### config.mk
export PLATFORM = sky130hd
export DESIGN_NAME = trp_top
export DESIGN_NICKNAME = d
export VERILOG_FILES = /design/src/trp_pkg.sv /design/src/trp_cdr_if.sv /design/src/trp_cdr.sv /design/src/trp_top.sv
export SDC_FILE = /design/constraint.sdc
export NUM_CORES = 1
export LEC_CHECK = 0
export BUFFER_PORTS_ARGS = -buffer_cell sky130_fd_sc_hd__buf_2
export CORE_MARGIN = 10
export CORE_UTILIZATION = 62
export CTS_CLUSTER_SIZE = 40
export DETAILED_ROUTE_END_ITERATION = 6
export PLACE_DENSITY = 0.93
export SKIP_LAST_GASP = 1
export SYNTH_ARGS = -nofsm -noshare
export SYNTH_HDL_FRONTEND = slang
export SYNTH_SLANG_ARGS = --single-unit
### constraint.sdc
create_clock -name aclk -period 4.8 [get_ports aclk]
set_input_delay 0.96 -clock aclk [delete_from_list [all_inputs] [get_ports aclk]]
set_output_delay 0.96 -clock aclk [all_outputs]
set_load 0.02 [all_outputs]
### src/trp_pkg.sv
package trp_pkg;
  // ----------------------------------------------------------------
  // Block geometry
  // ----------------------------------------------------------------
  localparam int NUM_CH = 4;
  localparam int NUM_PLL = 2;

  // ----------------------------------------------------------------
  // Register byte offsets
  // ----------------------------------------------------------------
  localparam logic [7:0] OFF_CH_RESET = 8'h00;
  localparam logic [7:0] OFF_PWR = 8'h04;
  localparam logic [7:0] OFF_CDR_MODE = 8'h08;
  localparam logic [7:0] OFF_STATUS = 8'h0C;
  localparam logic [7:0] OFF_CH_STATE = 8'h10;

  // ----------------------------------------------------------------
  // Field positions
  // ----------------------------------------------------------------
  localparam int CHR_TX_LSB = 0;
  localparam int CHR_RXL_LSB = 4;
  localparam int CHR_RXR_LSB = 8;
  localparam int PWR_PLL_LSB = 0;
  localparam int PWR_BLK_BIT = 2;
  localparam int CDR_REF_LSB = 0;
  localparam int CDR_DATA_LSB = 4;
  localparam int ST_TXLOCK_LSB = 0;
  localparam int ST_CDRLOCK_LSB = 2;
  localparam int ST_DATALOCK_LSB = 6;
  localparam int ST_BUSY_BIT = 10;

  // ----------------------------------------------------------------
  // Reset values
  // ----------------------------------------------------------------
  localparam logic [11:0] RST_CH_RESET = 12'h0FFF;
  localparam logic [2:0] RST_PWR = 3'h3;
  localparam logic [7:0] RST_CDR_MODE = 8'h00;

  // ----------------------------------------------------------------
  // Timing: PLL lock time and offset cancellation time
  // ----------------------------------------------------------------
  localparam int CLK_MHZ = 100;
  localparam int T_PLL_LOCK_NS = 1000;
  localparam int PLL_LOCK_CYC = (T_PLL_LOCK_NS * CLK_MHZ) / 1000;
  localparam int T_OC_NS = 2000;
  localparam int OC_CYC = (T_OC_NS * CLK_MHZ) / 1000;
  localparam int T_CDR_LOCK_NS = 500;
  localparam int CDR_LOCK_CYC = (T_CDR_LOCK_NS * CLK_MHZ) / 1000;
  localparam int CNT_W = 12;

  // ----------------------------------------------------------------
  // AXI responses
  // ----------------------------------------------------------------
  localparam logic [1:0] RESP_OKAY = 2'h0;
  localparam logic [1:0] RESP_SLVERR = 2'h2;

  // ----------------------------------------------------------------
  // Busy sequencer states
  // ----------------------------------------------------------------
  typedef enum logic [2:0] {
    BUSY_FIRST = 3'b001,
    BUSY_RUN = 3'b010,
    BUSY_DONE = 3'b100
  } trp_busy_e;
endpackage

### src/trp_cdr_if.sv
interface trp_cdr_if;
  import trp_pkg::*;
  // Per-channel CDR controls and status
  logic analog_rst;
  logic to_ref;
  logic to_data;
  logic pll_ok;
  logic cdr_lock;
  logic data_lock;
  modport ctl (output analog_rst, output to_ref, output to_data,
    output pll_ok, input cdr_lock, input data_lock);
  modport cdr (input analog_rst, input to_ref, input to_data,
    input pll_ok, output cdr_lock, output data_lock);
endinterface

### src/trp_cdr.sv
module trp_cdr (
  input wire logic aclk,
  input wire logic aresetn,
  trp_cdr_if.cdr bus
);
  import trp_pkg::*;

  logic [CNT_W-1:0] cnt_q;
  logic cdr_lock_q;
  logic data_lock_q;

  // Model of one CDR: counts to lock after analog reset releases
  // Held reset is combined asynchronously in the analog core; here
  // the digital image honours it on every cycle it is high.
  always_ff @(posedge aclk) begin
    if (!aresetn || bus.analog_rst || !bus.pll_ok) begin
      cnt_q <= '0;
      cdr_lock_q <= 1'b0;
      data_lock_q <= 1'b0;
    end else begin
      if (cnt_q != CNT_W'(CDR_LOCK_CYC)) begin
        cnt_q <= cnt_q + CNT_W'(1);
      end
      cdr_lock_q <= (cnt_q == CNT_W'(CDR_LOCK_CYC));
      // Manual reference tracking forces data lock low unless data tracking is also set
      if (bus.to_data) begin
        data_lock_q <= cdr_lock_q;
      end else if (bus.to_ref) begin
        data_lock_q <= 1'b0;
      end else begin
        data_lock_q <= cdr_lock_q;
      end
    end
  end

  assign bus.cdr_lock = cdr_lock_q;
  assign bus.data_lock = data_lock_q;
endmodule

### src/trp_top.sv
// Contract
// - Reset and power-down inputs act without waiting on any clock; this model applies them only on aclk edges.
// - Transmit logic reset clears all transmit coding logic.
// - Receive logic reset clears receive coding logic and verifiers.
// - Receive recovery reset clears that channel's CDR.
// - Each of two multiplier PLLs has its own power-down stopping clocks.
// - Block power-down stops every channel and both PLLs.
// - Block power-down is independent and shared by all channels.
// - No power-down affects the reference clock input buffers.
// - Transmit PLL lock is high only while that PLL is locked.
// - CDR lock is high while the CDR locks to reference.
// - Data lock high when tracking data, low when tracking reference.
// - Busy low first cycle, high from second during offset cancel.
// - Busy falling marks offset cancellation complete.
// - Transmit reset clears FIFO, serializers, encoder, not output buffer.
// - Reference-tracking, data-tracking or automatic CDR mode by two bits.
//
// Register access over AXI4-Lite and the register offsets were left to the implementer.
module trp_top (
  input wire logic aclk,
  input wire logic aresetn,
  // AXI4-Lite write address
  input wire logic [7:0] s_axi_awaddr,
  input wire logic s_axi_awvalid,
  output logic s_axi_awready,
  // AXI4-Lite write data
  input wire logic [31:0] s_axi_wdata,
  input wire logic [3:0] s_axi_wstrb,
  input wire logic s_axi_wvalid,
  output logic s_axi_wready,
  // AXI4-Lite write response
  output logic [1:0] s_axi_bresp,
  output logic s_axi_bvalid,
  input wire logic s_axi_bready,
  // AXI4-Lite read address
  input wire logic [7:0] s_axi_araddr,
  input wire logic s_axi_arvalid,
  output logic s_axi_arready,
  // AXI4-Lite read data
  output logic [31:0] s_axi_rdata,
  output logic [1:0] s_axi_rresp,
  output logic s_axi_rvalid,
  input wire logic s_axi_rready,
  // Resulting per-channel and per-PLL state
  output logic [trp_pkg::NUM_CH-1:0] tx_active,
  output logic [trp_pkg::NUM_CH-1:0] rx_active,
  output logic [trp_pkg::NUM_PLL-1:0] clock_multiplier_running,
  output logic refclk_buf_on
);
  import trp_pkg::*;

  // ----------------------------------------------------------------
  // Control registers
  // ----------------------------------------------------------------
  logic [NUM_CH-1:0] tx_rst_q;
  logic [NUM_CH-1:0] rxl_rst_q;
  logic [NUM_CH-1:0] rxr_rst_q;
  logic [NUM_PLL-1:0] pll_pd_q;
  logic blk_pd_q;
  logic [NUM_CH-1:0] ref_trk_q;
  logic [NUM_CH-1:0] data_trk_q;

  // ----------------------------------------------------------------
  // Status state
  // ----------------------------------------------------------------
  logic [CNT_W-1:0] pll_cnt_q [NUM_PLL];
  logic [NUM_PLL-1:0] pll_lock_q;
  logic [NUM_CH-1:0] cdr_lock;
  logic [NUM_CH-1:0] data_lock;
  logic [NUM_CH-1:0] tx_act_q;
  logic [NUM_CH-1:0] rx_act_q;
  logic [NUM_PLL-1:0] pll_run_q;
  trp_busy_e busy_st_q;
  logic [CNT_W-1:0] oc_cnt_q;
  logic busy_q;

  // ----------------------------------------------------------------
  // Bus slave state
  // ----------------------------------------------------------------
  logic aw_hold_q;
  logic [7:0] aw_addr_q;
  logic w_hold_q;
  logic [31:0] w_data_q;
  logic [3:0] w_strb_q;
  logic bvalid_q;
  logic [1:0] bresp_q;
  logic rvalid_q;
  logic [31:0] rdata_q;
  logic [1:0] rresp_q;
  logic do_write;

  // Byte-lane merge used by every writable register
  function automatic logic [31:0] merge(input logic [31:0] old_v,
    input logic [31:0] new_v, input logic [3:0] strb);
    logic [31:0] res;
    res = old_v;
    for (int i = 0; i < 4; i++) begin
      if (strb[i]) begin
        res[i*8 +: 8] = new_v[i*8 +: 8];
      end
    end
    return res;
  endfunction

  // Address decode shared by read and write paths
  function automatic logic mapped(input logic [7:0] a, input logic wr);
    case (a)
      OFF_CH_RESET, OFF_PWR, OFF_CDR_MODE: mapped = 1'b1;
      OFF_STATUS, OFF_CH_STATE: mapped = !wr;
      default: mapped = 1'b0;
    endcase
  endfunction

  // ----------------------------------------------------------------
  // Write channel capture
  // ----------------------------------------------------------------
  // Address and data may arrive in either order; each is held
  // until both are present and the previous response is taken.
  always_ff @(posedge aclk) begin
    if (!aresetn) begin
      aw_hold_q <= 1'b0;
      aw_addr_q <= '0;
    end else if (s_axi_awvalid && s_axi_awready) begin
      aw_hold_q <= 1'b1;
      aw_addr_q <= s_axi_awaddr;
    end else if (do_write) begin
      aw_hold_q <= 1'b0;
    end
  end

  always_ff @(posedge aclk) begin
    if (!aresetn) begin
      w_hold_q <= 1'b0;
      w_data_q <= '0;
      w_strb_q <= '0;
    end else if (s_axi_wvalid && s_axi_wready) begin
      w_hold_q <= 1'b1;
      w_data_q <= s_axi_wdata;
      w_strb_q <= s_axi_wstrb;
    end else if (do_write) begin
      w_hold_q <= 1'b0;
    end
  end

  assign do_write = aw_hold_q && w_hold_q && !bvalid_q;

  // Ready flags are registers so every output leaves a flip-flop
  always_ff @(posedge aclk) begin
    if (!aresetn) begin
      s_axi_awready <= 1'b0;
      s_axi_wready <= 1'b0;
    end else begin
      s_axi_awready <= !aw_hold_q && !(s_axi_awvalid && s_axi_awready)
        && !bvalid_q;
      s_axi_wready <= !w_hold_q && !(s_axi_wvalid && s_axi_wready)
        && !bvalid_q;
    end
  end

  // Write response, one per completed write
  always_ff @(posedge aclk) begin
    if (!aresetn) begin
      bvalid_q <= 1'b0;
      bresp_q <= RESP_OKAY;
    end else if (do_write) begin
      bvalid_q <= 1'b1;
      bresp_q <= mapped(aw_addr_q, 1'b1) ? RESP_OKAY : RESP_SLVERR;
    end else if (s_axi_bready) begin
      bvalid_q <= 1'b0;
    end
  end

  // ----------------------------------------------------------------
  // Reset and power-down control registers
  // ----------------------------------------------------------------
  // The analog cores take these levels asynchronously; the
  // register only decides when software changes them.
  always_ff @(posedge aclk) begin
    logic [31:0] v;
    v = '0;
    if (!aresetn) begin
      tx_rst_q <= RST_CH_RESET[CHR_TX_LSB +: NUM_CH];
      rxl_rst_q <= RST_CH_RESET[CHR_RXL_LSB +: NUM_CH];
      rxr_rst_q <= RST_CH_RESET[CHR_RXR_LSB +: NUM_CH];
    end else if (do_write && aw_addr_q == OFF_CH_RESET) begin
      v = merge({20'h0_0000, rxr_rst_q, rxl_rst_q, tx_rst_q}, w_data_q,
        w_strb_q);
      tx_rst_q <= v[CHR_TX_LSB +: NUM_CH];
      rxl_rst_q <= v[CHR_RXL_LSB +: NUM_CH];
      rxr_rst_q <= v[CHR_RXR_LSB +: NUM_CH];
    end
  end

  always_ff @(posedge aclk) begin
    logic [31:0] v;
    v = '0;
    if (!aresetn) begin
      pll_pd_q <= RST_PWR[PWR_PLL_LSB +: NUM_PLL];
      blk_pd_q <= RST_PWR[PWR_BLK_BIT];
    end else if (do_write && aw_addr_q == OFF_PWR) begin
      v = merge({29'h0, blk_pd_q, pll_pd_q}, w_data_q, w_strb_q);
      pll_pd_q <= v[PWR_PLL_LSB +: NUM_PLL];
      blk_pd_q <= v[PWR_BLK_BIT];
    end
  end

  always_ff @(posedge aclk) begin
    logic [31:0] v;
    v = '0;
    if (!aresetn) begin
      ref_trk_q <= RST_CDR_MODE[CDR_REF_LSB +: NUM_CH];
      data_trk_q <= RST_CDR_MODE[CDR_DATA_LSB +: NUM_CH];
    end else if (do_write && aw_addr_q == OFF_CDR_MODE) begin
      v = merge({24'h00_0000, data_trk_q, ref_trk_q}, w_data_q, w_strb_q);
      ref_trk_q <= v[CDR_REF_LSB +: NUM_CH];
      data_trk_q <= v[CDR_DATA_LSB +: NUM_CH];
    end
  end

  // ----------------------------------------------------------------
  // Multiplier PLLs: lock after a fixed time once powered
  // ----------------------------------------------------------------
  generate
    for (genvar p = 0; p < NUM_PLL; p++) begin : g_pll
      always_ff @(posedge aclk) begin
        if (!aresetn || pll_pd_q[p] || blk_pd_q) begin
          pll_cnt_q[p] <= '0;
          pll_lock_q[p] <= 1'b0;
          pll_run_q[p] <= 1'b0;
        end else begin
          if (pll_cnt_q[p] != CNT_W'(PLL_LOCK_CYC)) begin
            pll_cnt_q[p] <= pll_cnt_q[p] + CNT_W'(1);
          end
          pll_lock_q[p] <= (pll_cnt_q[p] == CNT_W'(PLL_LOCK_CYC));
          pll_run_q[p] <= 1'b1;
        end
      end
    end
  endgenerate

  // ----------------------------------------------------------------
  // Channels: PLL 0 feeds even channels, PLL 1 odd ones
  // ----------------------------------------------------------------
  generate
    for (genvar c = 0; c < NUM_CH; c++) begin : g_ch
      trp_cdr_if cif ();
      assign cif.analog_rst = rxr_rst_q[c] || blk_pd_q;
      assign cif.to_ref = ref_trk_q[c];
      assign cif.to_data = data_trk_q[c];
      assign cif.pll_ok = !blk_pd_q;
      assign cdr_lock[c] = cif.cdr_lock;
      assign data_lock[c] = cif.data_lock;

      trp_cdr u_cdr (
        .aclk(aclk),
        .aresetn(aresetn),
        .bus(cif.cdr)
      );

      // Transmit coding path runs only out of reset with a clock;
      // the output buffer is not part of this reset.
      always_ff @(posedge aclk) begin
        if (!aresetn) begin
          tx_act_q[c] <= 1'b0;
          rx_act_q[c] <= 1'b0;
        end else begin
          tx_act_q[c] <= !tx_rst_q[c] && !blk_pd_q
            && pll_lock_q[c % NUM_PLL];
          rx_act_q[c] <= !rxl_rst_q[c] && !blk_pd_q
            && cdr_lock[c];
        end
      end
    end
  endgenerate

  // ----------------------------------------------------------------
  // Offset cancellation busy flag
  // ----------------------------------------------------------------
  // One quiet cycle after reset, then busy for the cancel time.
  always_ff @(posedge aclk) begin
    if (!aresetn) begin
      busy_st_q <= BUSY_FIRST;
      oc_cnt_q <= '0;
      busy_q <= 1'b0;
    end else begin
      case (busy_st_q)
        BUSY_FIRST: begin
          busy_st_q <= BUSY_RUN;
          busy_q <= 1'b1;
        end
        BUSY_RUN: begin
          oc_cnt_q <= oc_cnt_q + CNT_W'(1);
          if (oc_cnt_q == CNT_W'(OC_CYC - 1)) begin
            busy_st_q <= BUSY_DONE;
            busy_q <= 1'b0;
          end
        end
        BUSY_DONE: begin
          busy_q <= 1'b0;
        end
        default: begin
          busy_st_q <= BUSY_FIRST;
          busy_q <= 1'b0;
        end
      endcase
    end
  end

  // ----------------------------------------------------------------
  // Read channel
  // ----------------------------------------------------------------
  always_ff @(posedge aclk) begin
    if (!aresetn) begin
      rvalid_q <= 1'b0;
      rdata_q <= '0;
      rresp_q <= RESP_OKAY;
      s_axi_arready <= 1'b0;
    end else if (rvalid_q) begin
      s_axi_arready <= 1'b0;
      if (s_axi_rready) begin
        rvalid_q <= 1'b0;
        s_axi_arready <= 1'b1;
      end
    end else if (s_axi_arvalid && s_axi_arready) begin
      s_axi_arready <= 1'b0;
      rvalid_q <= 1'b1;
      rresp_q <= mapped(s_axi_araddr, 1'b0) ? RESP_OKAY : RESP_SLVERR;
      case (s_axi_araddr)
        OFF_CH_RESET: rdata_q <= {20'h0_0000, rxr_rst_q, rxl_rst_q,
          tx_rst_q};
        OFF_PWR: rdata_q <= {29'h0, blk_pd_q, pll_pd_q};
        OFF_CDR_MODE: rdata_q <= {24'h00_0000, data_trk_q, ref_trk_q};
        OFF_STATUS: rdata_q <= {21'h00_0000, busy_q, data_lock, cdr_lock,
          pll_lock_q};
        OFF_CH_STATE: rdata_q <= {24'h00_0000, rx_act_q, tx_act_q};
        default: rdata_q <= '0;
      endcase
    end else begin
      s_axi_arready <= 1'b1;
    end
  end

  // Reference buffers never follow any power-down
  always_ff @(posedge aclk) begin
    if (!aresetn) begin
      refclk_buf_on <= 1'b0;
    end else begin
      refclk_buf_on <= 1'b1;
    end
  end

  assign s_axi_bvalid = bvalid_q;
  assign s_axi_bresp = bresp_q;
  assign s_axi_rvalid = rvalid_q;
  assign s_axi_rdata = rdata_q;
  assign s_axi_rresp = rresp_q;
  assign tx_active = tx_act_q;
  assign rx_active = rx_act_q;
  assign clock_multiplier_running = pll_run_q;
endmodule

==> summary.md, run 1 <==
| Metric | Value |
|---|---|
| Synth Register Bits | `175` |
| Vias in the first global route | `6,287` |
| Setup crit start | `aresetn` |
| Worst setup EP type | `flip-flop` |
| Gr usage total | `0.204` |
| RSZ-0062 raised after global routing | `no` |
| Worst-Margin Slew | `0.866 ns` |
| First-pass GRT wire length | `29,900 µm` |
| Clock-pin slew on the worst setup and hold paths | `0.07 ns` |
| Core Rows | `40` |
| Peak supply drop | `roughly 0.25 mV` |
| Avg Vias per Cell | `5.77` |
| Arr. time, crit path | `roughly 2.7 ns` |
| Netlist cell types | `56` |
| Cell Pwr Density | `roughly 360 nW/µm²` |
| Synth Cell Area | `7780 µm²` |
| Mapped Avg Cell Area | `just under 9 µm²` |
| Largest net degree at the start of global routing | `46` |
| Post-cts sizing count | `0` |
| GPL Wtd Cong | `0.853` |
| Synth warn | `0` |
| Multi-input gate area | `~3800 µm²` |
| DP Worst Slack | `between 2 and 2.5 ns` |
| Setup CP Type | `input port to flip-flop` |
| Wire length per cell | `16.5 µm` |
| H-tree depth | `4` |
| Vias | `approximately 6,400` |
| Top FF cell, synth | `dfxtp_1` |
| Slew margin rel. | `0.418` |
| Status | `finished clean` |
| CP Max Fanout | `45` |
| Final Setup Violations | `0` |
| Crit-path cells | `buf_2, buf_4, nand4b_1, nor4_1, a32oi_1, nand2_1` |
| Setup Fix Bufs, Post-CTS | `0` |
| Initial Util | `0.640` |
| CP required | `5.17 ns` |
| CTS buffer count | `17` |
| RR Startpoint | `aw_addr_q[4]$_SDFFE_PN0P_` |
| DIE AREA | `17,400 µm²` |
| Die width | `132 µm` |
| Post-DRT Antenna Nets | `0` |
| Crit path launch type | `input port` |
| Register-to-register setup slack | `2.68 ns` |
| Remaining DRCs | `0` |
| Fin Hold WS | `roughly 0.44 ns` |
| Worst setup skew after layout | `approximately 0.01 ns` |
| Die H | `about 130 µm` |
| Final Max Tran Viols | `0` |
| DPL Wire Length | `~12,000 µm` |
| CTS root buf | `clkbuf_16` |
| Worst setup path end | `s_axi_rdata[7]$_SDFFE_PN0P_` |
| Post-Syn Instances | `a little under 900` |
| CTS tree | `done` |
| DRT iter0 DRCs | `about 500` |
| Final WL | `18,300 µm` |
| Final setup margin | `around 2.5 ns` |
| Initial antenna violation count | `2` |
| Layout Nets | `998` |
| Crit-path slowest cell | `nor4_1` |
| Leakage power | `3.14 nW` |
| Ys async rst share | `0` |
| Synth top area share | `0.389` |
| Max Cap Viol | `0` |
| Later-pin clock latency in the skew report | `0.43 ns` |
| Total grt overflow | `0` |
| Clock Sinks | `between 150 and 200` |
| Core area | `12,200 µm²` |
| EDFF count, synth | `24` |
| Part of the cycle the worst path needs | `0.478` |
| First-pass DRT Iterations | `5` |
| Port Buf Inserts | `66` |
| Post-route minimum period | `2.30 ns` |
| Worst Hold Class | `flip-flop to flip-flop` |
| Reg area | `around 3700 µm²` |
| Synth top area cells | `dfxtp_1, edfxtp_1, nand2_1` |
| Hold Vio Cnt, Final | `0` |
| Worst r2r path cells | `4` |
| Capturing point of the worst reg2reg path | `tx_rst_q[3]$_SDFFE_PN1P_` |
| Synth area leader | `dfxtp_1` |
| Sum Neg Setup Slack | `0 ns` |
| # IOs | `111` |
| Ratio of cells with drive above 1 in the final layout | `0.118` |
| Area delta synth->final | `12.6%` |
| Layout fillers | `868` |
| F_max | `436 MHz` |
| Slowest stage delay, CP | `0.62 ns` |
| Clk buf depth | `2` |
| Post-CTS Hold Buffers | `0` |
| Sequential share of the synthesized area | `0.481` |
## metal layers
| metal | vias up | wire length [µm] | global-route usage |
|---|---|---|---|
| li1 | 3120 | - | - |
| met1 | 2990 | 7890 | 0.246 |
| met2 | 243 | 8860 | 0.335 |
| met3 | 50 | 1030 | 0.0473 |
| met4 | 0 | 540 | 0.101 |
| met5 | - | 0 | 0 |
## cell type report
cell class	count	area share
Tap cell	168	0.0240
Antenna cell	2	0.000572
Timing Repair Buffer	67	0.0386
Inverter	23	0.00986
Multi-Input combinational cell	642	0.428
Clock buffer	19	0.0543
Clock inverter	13	0.0167
Sequential cell	175	0.427
## sequential cells by signal, summed over array words and instances, names as in the netlist, 8 cells and up
register,cells
aw_addr_q,8
w_data_q,12
pll_cnt_q,24
g_ch.u_cdr.cnt_q,48
s_axi_rdata,12
oc_cnt_q,12
## worst min path at each step
stage | cells after the start | end | slack (ns) | from
finish | 2 | s_axi_rdata[6]$_SDFFE_PN0P_ | 0.44 | g_ch[0].u_cdr.bus.data_lock$_SDFF_PP0_
global placement | 2 | s_axi_rdata[7]$_SDFFE_PN0P_ | 0.42 | g_ch[1].u_cdr.bus.data_lock$_SDFF_PP0_
CTS | 1 | tx_active[2]$_SDFF_PN0_ | 0.44 | tx_rst_q[2]$_SDFFE_PN1P_
global route | 2 | s_axi_rdata[6]$_SDFFE_PN0P_ | 0.46 | g_ch[0].u_cdr.bus.data_lock$_SDFF_PP0_
detailed placement | 2 | s_axi_rdata[6]$_SDFFE_PN0P_ | 0.42 | g_ch[0].u_cdr.bus.data_lock$_SDFF_PP0_
floorplan | 1 | tx_active[0]$_SDFF_PN0_ | 0.41 | tx_rst_q[0]$_SDFFE_PN1P_
## worst max-delay path, delay by kind of cell
| kind | cells | cell delay [ns] |
|---|---|---|
| buffers and inverters | 2 | 0.54 |
| AND/OR/NAND/NOR | 3 | 1.01 |
| AO/OA/AOI/OAI | 1 | 0.13 |
## Yosys cell counts, types with 3 or more instances
cell	n
a21oi_1	50
dfxtp_1	151
and3_1	8
nor2_1	100
nand4b_1	3
o21ai_0	27
ha_1	13
xor2_1	29
o2bb2ai_1	5
nor4bb_1	3
edfxtp_1	24
a32oi_1	6
o22ai_1	3
and4_1	5
or2_2	3
nand2_1	111
xnor2_1	39
or3_1	5
and2_1	6
nor2b_1	4
nor3_1	24
nor4_1	16
a22o_1	3
nand3b_1	6
nand2b_1	19
nor4b_1	4
nor3b_1	7
or4_1	3
buf_4	22
nand4_1	22
mux2i_1	20
nand3_1	49
a211oi_1	6
and4b_1	3
clkbuf_1	26
inv_1	22
## power by group
group	total, mW	switching [mW]	leakage, nW	internal, mW
Combinational	0.159	0.107	1.32	0.0525
Sequential	1.53	0.0272	1.52	1.50
Clock	1.44	0.599	0.302	0.838
Total	3.13	0.733	3.14	2.39
## kinds of logic after synthesis
kind of cell,count (synthesis),share of synthesized area
compound gates,107,0.0801
xor+xnor,68,0.0766
fa+ha+maj,13,0.0209
buf+inv,74,0.0466
flops,175,0.481
mux,21,0.0272
other cells,1,0.000482
simple gates,411,0.267
## metrics by stage
step	util	cells	total power, mW	cell area (µm²)
finish	0.720	1109	3.13	8760
global route	0.720	1109	3.22	8760
CTS	0.720	1107	3.14	8750
global placement	0.669	1075	1.71	8130
floorplan	-	891	1.68	7860
detailed placement	0.669	1075	1.72	8130
## layout by cell type, fill, tap and decap left out, drive strengths merged, types with 24 or more instances in the layout
cell | netlist | final
a21oi | 50 | 50
nand3 | 50 | 50
buf | 25 | 67
xor2 | 29 | 29
nor3 | 25 | 25
nor2 | 101 | 101
inv | 23 | 29
nand2 | 111 | 111
xnor2 | 39 | 39
o21ai | 29 | 29
dfxtp | 151 | 151
edfxtp | 24 | 24
Power figures use the tool's default switching activity.
==> inputs of run 2 (changes only) <==
- CORE_UTILIZATION: 62 -> 57
- PLACE_DENSITY: 0.93 -> 0.87
- clock period: 4.8 -> 2.2 ns (I/O delays scaled with it)
==> run 2 against run 1 <==
Sequential power rose by 120%. Total power up 110%. Worst hold slack worse by 0.21 ns. Core utilization fell by 5.7 points. Clock power grew 110%. Worst setup slack worse by 2.2 ns. Via count shrank 0.94%. Wire length shrank 3.0%. Register-to-register slack worse by 2.4 ns. Combinational power rose by 130%. Clock skew down 0.0032 ns. Largest power group unchanged.
==> summary.md, run 2 (synthesis results as in run 1) <==
| Metric | Value |
|---|---|
| Setup CP Type | `flip-flop to flip-flop` |
| Slew margin rel. | `0.621 (+0.204)` |
| Most common cell after layout, fill and taps aside | `dfxtp_1` |
| Remaining DRCs | `0 (unchanged)` |
| Vias in the first global route | `6,077 (-3.3%)` |
| GPL Wtd Cong | `0.887 (+4.0%)` |
| Gr usage total | `0.190 (-0.0140)` |
| CTS root buf | `clkbuf_16` |
| Later-pin clock latency in the skew report | `0.44 ns (about the same)` |
| CTS tree | `done` |
| Clk buf depth | `2 (unchanged)` |
| Final Max Tran Viols | `0 (unchanged)` |
| CTS buffer count | `17 (unchanged)` |
| Largest registers | `g_ch.u_cdr.cnt_q (48), pll_cnt_q (24)` |
| Post-cts sizing count | `0 (unchanged)` |
| Part of the cycle the worst path needs | `0.852` |
| Avg Vias per Cell | `5.65 (-2.2%)` |
| Sum Neg Setup Slack | `0 ns (unchanged)` |
| Core Rows | `42 (+5.0%)` |
| Hold path startpoint | `s_axi_wstrb[1]` |
| Post-route minimum period | `around 1.9 ns` |
| DRT iter0 DRCs | `574 (+15%)` |
| DPL Wire Length | `12,400 µm (-0.78%)` |
| Status | `finished clean` |
| Largest register FFs | `48 (unchanged)` |
| Worst-Margin Slew | `0.565 ns (-0.301 ns)` |
| Layout Nets | `1,006 (+0.80%)` |
| Largest net degree at the start of global routing | `46 (unchanged)` |
| Area after DPL | `8230 µm² (+1.2%)` |
| Post-layout util | `0.663 (-0.0567)` |
| Total grt overflow | `0 (unchanged)` |
| F_max | `533 MHz` |
| RR Startpoint | `s_axi_bvalid$_SDFFE_PN0P_` |
| Worst setup EP type | `flip-flop` |
| Wire length per cell | `15.8 µm (-4.2%)` |
| Clock Sinks | `175 (unchanged)` |
| Vias | `6,343 (-0.94%)` |
| Clock-pin slew on the worst setup and hold paths | `0.07 ns (about the same)` |
| Die width | `137 µm (+3.6%)` |
| First-pass DRT Iterations | `6 (+1)` |
| Worst r2r path cells | `4 (unchanged)` |
| Fin Hold WS | `0.237 ns (-0.206 ns)` |
| Setup Fix Bufs, Post-CTS | `0 (unchanged)` |
| Post-CTS Hold Buffers | `0 (unchanged)` |
| Arr. time, crit path | `2.18 ns (-0.48 ns)` |
| Hold Vio Cnt, Final | `0 (unchanged)` |
| Setup crit start | `s_axi_bvalid$_SDFFE_PN0P_` |
| Hold path depth | `3 (+1)` |
| Max Cap Viol | `0 (unchanged)` |
| Initial Util | `0.585 (-0.0545)` |
| CP required | `2.51 ns (-2.66 ns)` |
| Worst setup skew after layout | `0.00682 ns (-0.00321 ns)` |
| Area delta synth->final | `13.4%` |
| # IOs | `111 (unchanged)` |
| N_diodes | `0 (-2)` |
| RSZ-0062 raised after global routing | `no` |
| Reg with most FFs | `g_ch.u_cdr.cnt_q` |
| Core area | `13,300 µm² (+9.3%)` |
| Crit path launch type | `flip-flop` |
| Ratio of cells with drive above 1 in the final layout | `0.126 (+0.00745)` |
| Initial antenna violation count | `0 (-2)` |
| DIE AREA | `18,700 µm² (+7.4%)` |
| Worst Hold Class | `input port to flip-flop` |
| Cell area after layout | `8820 µm² (+0.71%)` |
| Cell Pwr Density | `759 nW/µm² (+110%)` |
| Final Setup Violations | `0 (unchanged)` |
| Post-DRT Antenna Nets | `0 (unchanged)` |
| First-pass GRT wire length | `28,800 µm (-3.4%)` |
| Die H | `137 µm (+3.6%)` |
| Leakage power | `3.18 nW (+1.3%)` |
| Final WL | `17,800 µm (-3.0%)` |
| Port Buf Inserts | `66 (unchanged)` |
| CP Max Fanout | `13 (-71%)` |
| Peak supply drop | `0.566 mV (+130%)` |
| H-tree depth | `4 (unchanged)` |
| Commonest non-fill, non-tap cells in the layout | `dfxtp_1, nand2_1, nor2_1` |
==> run 2: cell types whose count changed in the layout (fill, tap and decap cells not counted) <==
cell	change
buf_12	+2
buf_4	+6
diode_2	-2
clkinvlp_4	-1
inv_6	-4
clkbuf_16	-1
clkinv_2	+1
bufinv_16	-1
clkinv_4	+2
clkbuf_8	+3
inv_4	+1
==> run 2: final timing paths <==
path / endpoint / slack (ns)
min: w_strb_q[1]$_SDFFE_PN0P_ / 0.24
min reg2reg: tx_active[2]$_SDFF_PN0_ / 0.44
max reg2reg: pll_pd_q[0]$_SDFFE_PN1P_ / 0.33
max: pll_pd_q[0]$_SDFFE_PN1P_ / 0.33
==> run 2: cell type report <==
cell class	count	area [µm²]
well taps	176	220
fillers	1035	4480
multi-input cells	642	3750
clock inverters	11	103
flip-flops and latches	175	3740
inverters	23	86.3
clock buffers	21	492
repair buffers	75	423
==> run 2: metrics by stage <==
stage	worst slack [ns]	cells	total power, mW
6_report	0.325	1123	6.70
5_1_grt	0.216	1123	6.88
4_1_cts	0.352	1123	6.71
3_5_place_dp	0.313	1091	3.77
3_3_place_gp	0.353	1091	3.75
2_1_floorplan	0.473	891	3.67
==> run 2: worst max-delay path: stages, from the launching register on <==
cell and delay, ns:
dfxtp_1 0.38, nand3b_1 0.36, or3_1 0.61, o21ai_0 0.28
nand3_1 0.11
==> run 2: power breakdown <==
| part | switching, mW | internal, mW |
|---|---|---|
| sequential | 0.0581 | 3.28 |
| clock | 1.27 | 1.72 |
| combinational | 0.239 | 0.128 |
==> run 2: layer usage <==
layer / vias to the layer above / share of wire / track usage
met5: - / 0 / 0
met4: 0 / 0.030 / 0.0954
met3: 39 / 0.059 / 0.0436
met2: 199 / 0.49 / 0.319
met1: 2979 / 0.42 / 0.225
li1: 3126 / - / -
==> inputs of run 3 (changes only) <==
- ABC_AREA: default -> 1
- BUFFER_PORTS_ARGS: -buffer_cell sky130_fd_sc_hd__buf_2 -> default
- CORE_UTILIZATION: 57 -> 65
- DONT_BUFFER_PORTS: default -> 1
- PLACE_DENSITY: 0.87 -> 0.89
- clock period: 2.2 -> 2.3 ns (I/O delays scaled with it)
==> run 3 against run 2 <==
Sequential power shrank 4%. Largest power group unchanged. Combinational power down 26%. Worst setup slack gained 0.20 ns. Clock-buffer cell count down 1.
==> summary.md, run 3 <==
| Metric | Value |
|---|---|
| Setup Fix Bufs, Post-CTS | `0 (unchanged)` |
| Vias | `6,638 (+4.7%)` |
| Arr. time, crit path | `1.94 ns (-0.24 ns)` |
| H-tree depth | `4 (unchanged)` |
| Final WL | `17,200 µm (-3.5%)` |
| Largest net degree at the start of global routing | `65 (+41%)` |
| Die H | `131 µm (-4.0%)` |
| Clk buf depth | `2 (unchanged)` |
| GPL Wtd Cong | `0.869 (-2.0%)` |
| Max Cap Viol | `0 (unchanged)` |
| Worst setup skew after layout | `0.00854 ns (+0.00172 ns)` |
| CTS buffer count | `17 (unchanged)` |
| Initial antenna violation count | `0 (unchanged)` |
| Top FF cell, synth | `dfxtp_1` |
| Worst setup EP type | `flip-flop` |
| Hold Vio Cnt, Final | `0 (unchanged)` |
| RR Startpoint | `pll_cnt_q[0][3]$_SDFFCE_PN0P_` |
| Slowest stage delay, CP | `0.47 ns (-0.14 ns)` |
| Most common cell after layout, fill and taps aside | `nand2_1` |
| CP required | `2.47 ns (-0.04 ns)` |
| Area delta synth->final | `7.09%` |
| CTS root buf | `clkbuf_16` |
| First-pass DRT Iterations | `5 (-1)` |
| Status | `finished clean` |
| Post-DRT Antenna Nets | `0 (unchanged)` |
| Initial Util | `0.668 (+0.0832)` |
| Worst-Margin Slew | `0.686 ns (+0.121 ns)` |
| CTS tree | `done` |
| Post-cts sizing count | `0 (unchanged)` |
| Worst r2r path cells | `5 (+1)` |
| N_diodes | `0 (unchanged)` |
| Peak supply drop | `0.599 mV (+5.8%)` |
| DP Worst Slack | `0.538 ns (+0.224 ns)` |
| Clock-pin slew on the worst setup and hold paths | `0.06 ns (about the same)` |
| Core Rows | `40 (-4.8%)` |
| First-pass GRT wire length | `28,500 µm (-1.2%)` |
| Cell Pwr Density | `712 nW/µm² (-6.3%)` |
| Largest register FFs | `48 (unchanged)` |
| Sw Pwr | `1.44 mW (-7.8%)` |
| DRT iter0 DRCs | `560 (-2.4%)` |
| Register-to-register setup slack | `0.53 ns (+0.20 ns)` |
| Port Buf Inserts | `0 (-100%)` |
| Most frequent cell after synthesis | `nand2_1` |
| Synth Cell Area | `8060 µm² (+3.6%)` |
| Ratio of cells with drive above 1 in the final layout | `0.0938 (-0.0319)` |
| Avg Vias per Cell | `5.47 (-3.1%)` |
| Post-route minimum period | `1.77 ns (-0.104 ns)` |
| EDFF count, synth | `24 (unchanged)` |
| Commonest non-fill, non-tap cells in the layout | `nand2_1, dfxtp_1, inv_1` |
| Ys async rst share | `0 (unchanged)` |
| Met3 GRT Util | `0.0610 (+0.0174)` |
| Wire length per cell | `14.1 µm (-11%)` |
| Synth top area share | `0.375 (-0.0136)` |
| # IOs | `111 (unchanged)` |
| Largest registers | `g_ch.u_cdr.cnt_q (48), pll_cnt_q (24)` |
| Gr usage total | `0.195 (+0.00412)` |
| Final Max Tran Viols | `0 (unchanged)` |
| Leakage power | `3.32 nW (+4.6%)` |
| Met2 usage | `0.314 (-0.00433)` |
| RSZ-0062 raised after global routing | `no` |
| Vias in the first global route | `6,162 (+1.4%)` |
| Layout fillers | `922 (-11%)` |
| CP Max Fanout | `12 (-1)` |
| Capturing point of the worst reg2reg path | `pll_cnt_q[0][9]$_SDFFCE_PN0P_` |
| Later-pin clock latency in the skew report | `0.43 ns (about the same)` |
| Post-synth top cells | `nand2_1, dfxtp_1, inv_1` |
| Crit path launch type | `flip-flop` |
| Worst Hold Class | `input port to flip-flop` |
| Setup CP Type | `flip-flop to flip-flop` |
| Core area | `12,100 µm² (-9.3%)` |
| Fin Hold WS | `0.0528 ns (-0.184 ns)` |
| Cell area after layout | `8630 µm² (-2.1%)` |
| Hold path endpoint | `refclk_buf_on$_DFF_P_` |
| Top Usage Layer GRT | `met2` |
| Remaining DRCs | `0 (unchanged)` |
| Mapped Avg Cell Area | `7.81 µm² (-13%)` |
| Part of the cycle the worst path needs | `0.770 (-0.0825)` |
| Netlist cell types | `46 (-18%)` |
| Switch share | `0.235 (+0.00111)` |
| Sum Neg Setup Slack | `0 ns (unchanged)` |
| DPL Wire Length | `12,400 µm (about the same)` |
| Final setup margin | `0.530 ns (+0.204 ns)` |
| F_max | `565 MHz (+5.9%)` |
| Slew margin rel. | `0.538 (-0.0828)` |
| Hold path startpoint | `aresetn` |
| Area after DPL | `8080 µm² (-1.7%)` |
| Sequential share of the synthesized area | `0.464 (-0.0168)` |
| Synth area leader | `dfxtp_1` |
| Post-Syn Instances | `1,032 (+19%)` |
| Synth Register Bits | `175 (unchanged)` |
| Crit-path cells | `or2_2, nor3_1, nand2_1, nand2_2, nor3b_1` |
| Reg with most FFs | `g_ch.u_cdr.cnt_q` |
| Post-CTS Hold Buffers | `0 (unchanged)` |
| Clk pwr share | `0.431 (-0.016)` |
| Sequential share of power | `0.524 (+0.025)` |
| Layout Nets | `1,104 (+9.7%)` |
| Hold path depth | `0 (-3)` |
| Met1 GRT Util | `0.239 (+0.0138)` |
| Clock Sinks | `175 (unchanged)` |
| Synth warn | `0 (unchanged)` |
| DIE AREA | `17,300 µm² (-7.8%)` |
| Power Internal | `4.70 mW (-8.4%)` |
| Final Setup Violations | `0 (unchanged)` |
| Die width | `131 µm (-4.0%)` |
| Synth top area cells | `dfxtp_1, nand2_1, edfxtp_1` |
| Combinational Power Share | `0.044 (-0.011)` |
| Total grt overflow | `0 (unchanged)` |
| Crit-path slowest cell | `edfxtp_1` |
[run 3: cell count changes after synthesis, sizes merged, moves of 19 or more]
cell,delta
nor2,+24
nand2,+93
o21ai,+27
nand2b,-19
xnor2,-32
inv,+100
nor3,+19
xor2,-23
mux2i,-20
a21oi,+27
nand3,+36
[run 3: area by class of cell]
type | instances | area [µm²] | area share
clock buffer | 20 | 467 | 0.0541
clock inverter | 12 | 83.8 | 0.00971
inverter | 124 | 470 | 0.0545
multi-input combinational | 708 | 3610 | 0.419
sequential | 175 | 3740 | 0.434
tap | 168 | 210 | 0.0243
timing repair buffer | 6 | 45.0 | 0.00522
[run 3: power groups by stage]
stage | Sequential [mW] | Combinational (mW) | Clock [mW]
2_1_floorplan | 3.28 | 0.267 | 0
3_3_place_gp | 3.29 | 0.254 | 0
3_5_place_dp | 3.29 | 0.266 | 0
4_1_cts | 3.22 | 0.269 | 2.67
5_1_grt | 3.23 | 0.305 | 2.80
6_report | 3.22 | 0.271 | 2.65
[run 3: worst max path at each step]
| stage | start | endpoint | slack, ns | cells after the start |
|---|---|---|---|---|
| global placement | s_axi_araddr[5] | s_axi_rdata[5]$_SDFFE_PN0P_ | 0.58 | 7 |
| floorplan | aresetn | pll_cnt_q[1][0]$_SDFFCE_PN0P_ | 0.46 | 7 |
| detailed placement | s_axi_araddr[5] | s_axi_rdata[5]$_SDFFE_PN0P_ | 0.54 | 7 |
| finish | pll_cnt_q[0][3]$_SDFFCE_PN0P_ | pll_cnt_q[0][9]$_SDFFCE_PN0P_ | 0.53 | 5 |
| CTS | pll_cnt_q[0][3]$_SDFFCE_PN0P_ | pll_cnt_q[0][9]$_SDFFCE_PN0P_ | 0.54 | 5 |
| global route | pll_cnt_q[0][3]$_SDFFCE_PN0P_ | pll_cnt_q[0][4]$_SDFFCE_PN0P_ | 0.40 | 5 |
[run 3: critical path, delay by kind of cell (launching register included)]
kind,cells,cell delay (ns)
flip-flops,1,0.47
AND/OR/NAND/NOR,5,1.03
[run 3: per-stage QoR]
| step | util | total power [mW] | instances |
|---|---|---|---|
| floorplan | - | 3.54 | 1053 |
| global placement | 0.670 | 3.54 | 1181 |
| detailed placement | 0.670 | 3.56 | 1181 |
| CTS | 0.716 | 6.17 | 1213 |
| global route | 0.716 | 6.33 | 1213 |
| finish | 0.716 | 6.15 | 1213 |
[run 3: cells by family (layout without fill, tap and decap cells)]
group	after synthesis	after routing	share of synthesized area
XOR/XNOR	13	13	0.0141
flip-flops	175	175	0.464
other	1	22	0.000465
AO/OA/AOI/OAI	152	152	0.111
adder cells (fa/ha/maj)	13	13	0.0202
buffers and inverters	170	162	0.0972
AND/OR/NAND/NOR	508	508	0.293
[run 3: per-layer routing]
| layer | part of all wire | routed length, µm | up-vias |
|---|---|---|---|
| met2 | 0.48 | 8150 | 216 |
| met5 | 0 | 0 | - |
| li1 | - | - | 3349 |
| met4 | 0.015 | 258 | 0 |
| met3 | 0.086 | 1480 | 22 |
| met1 | 0.42 | 7270 | 3051 |
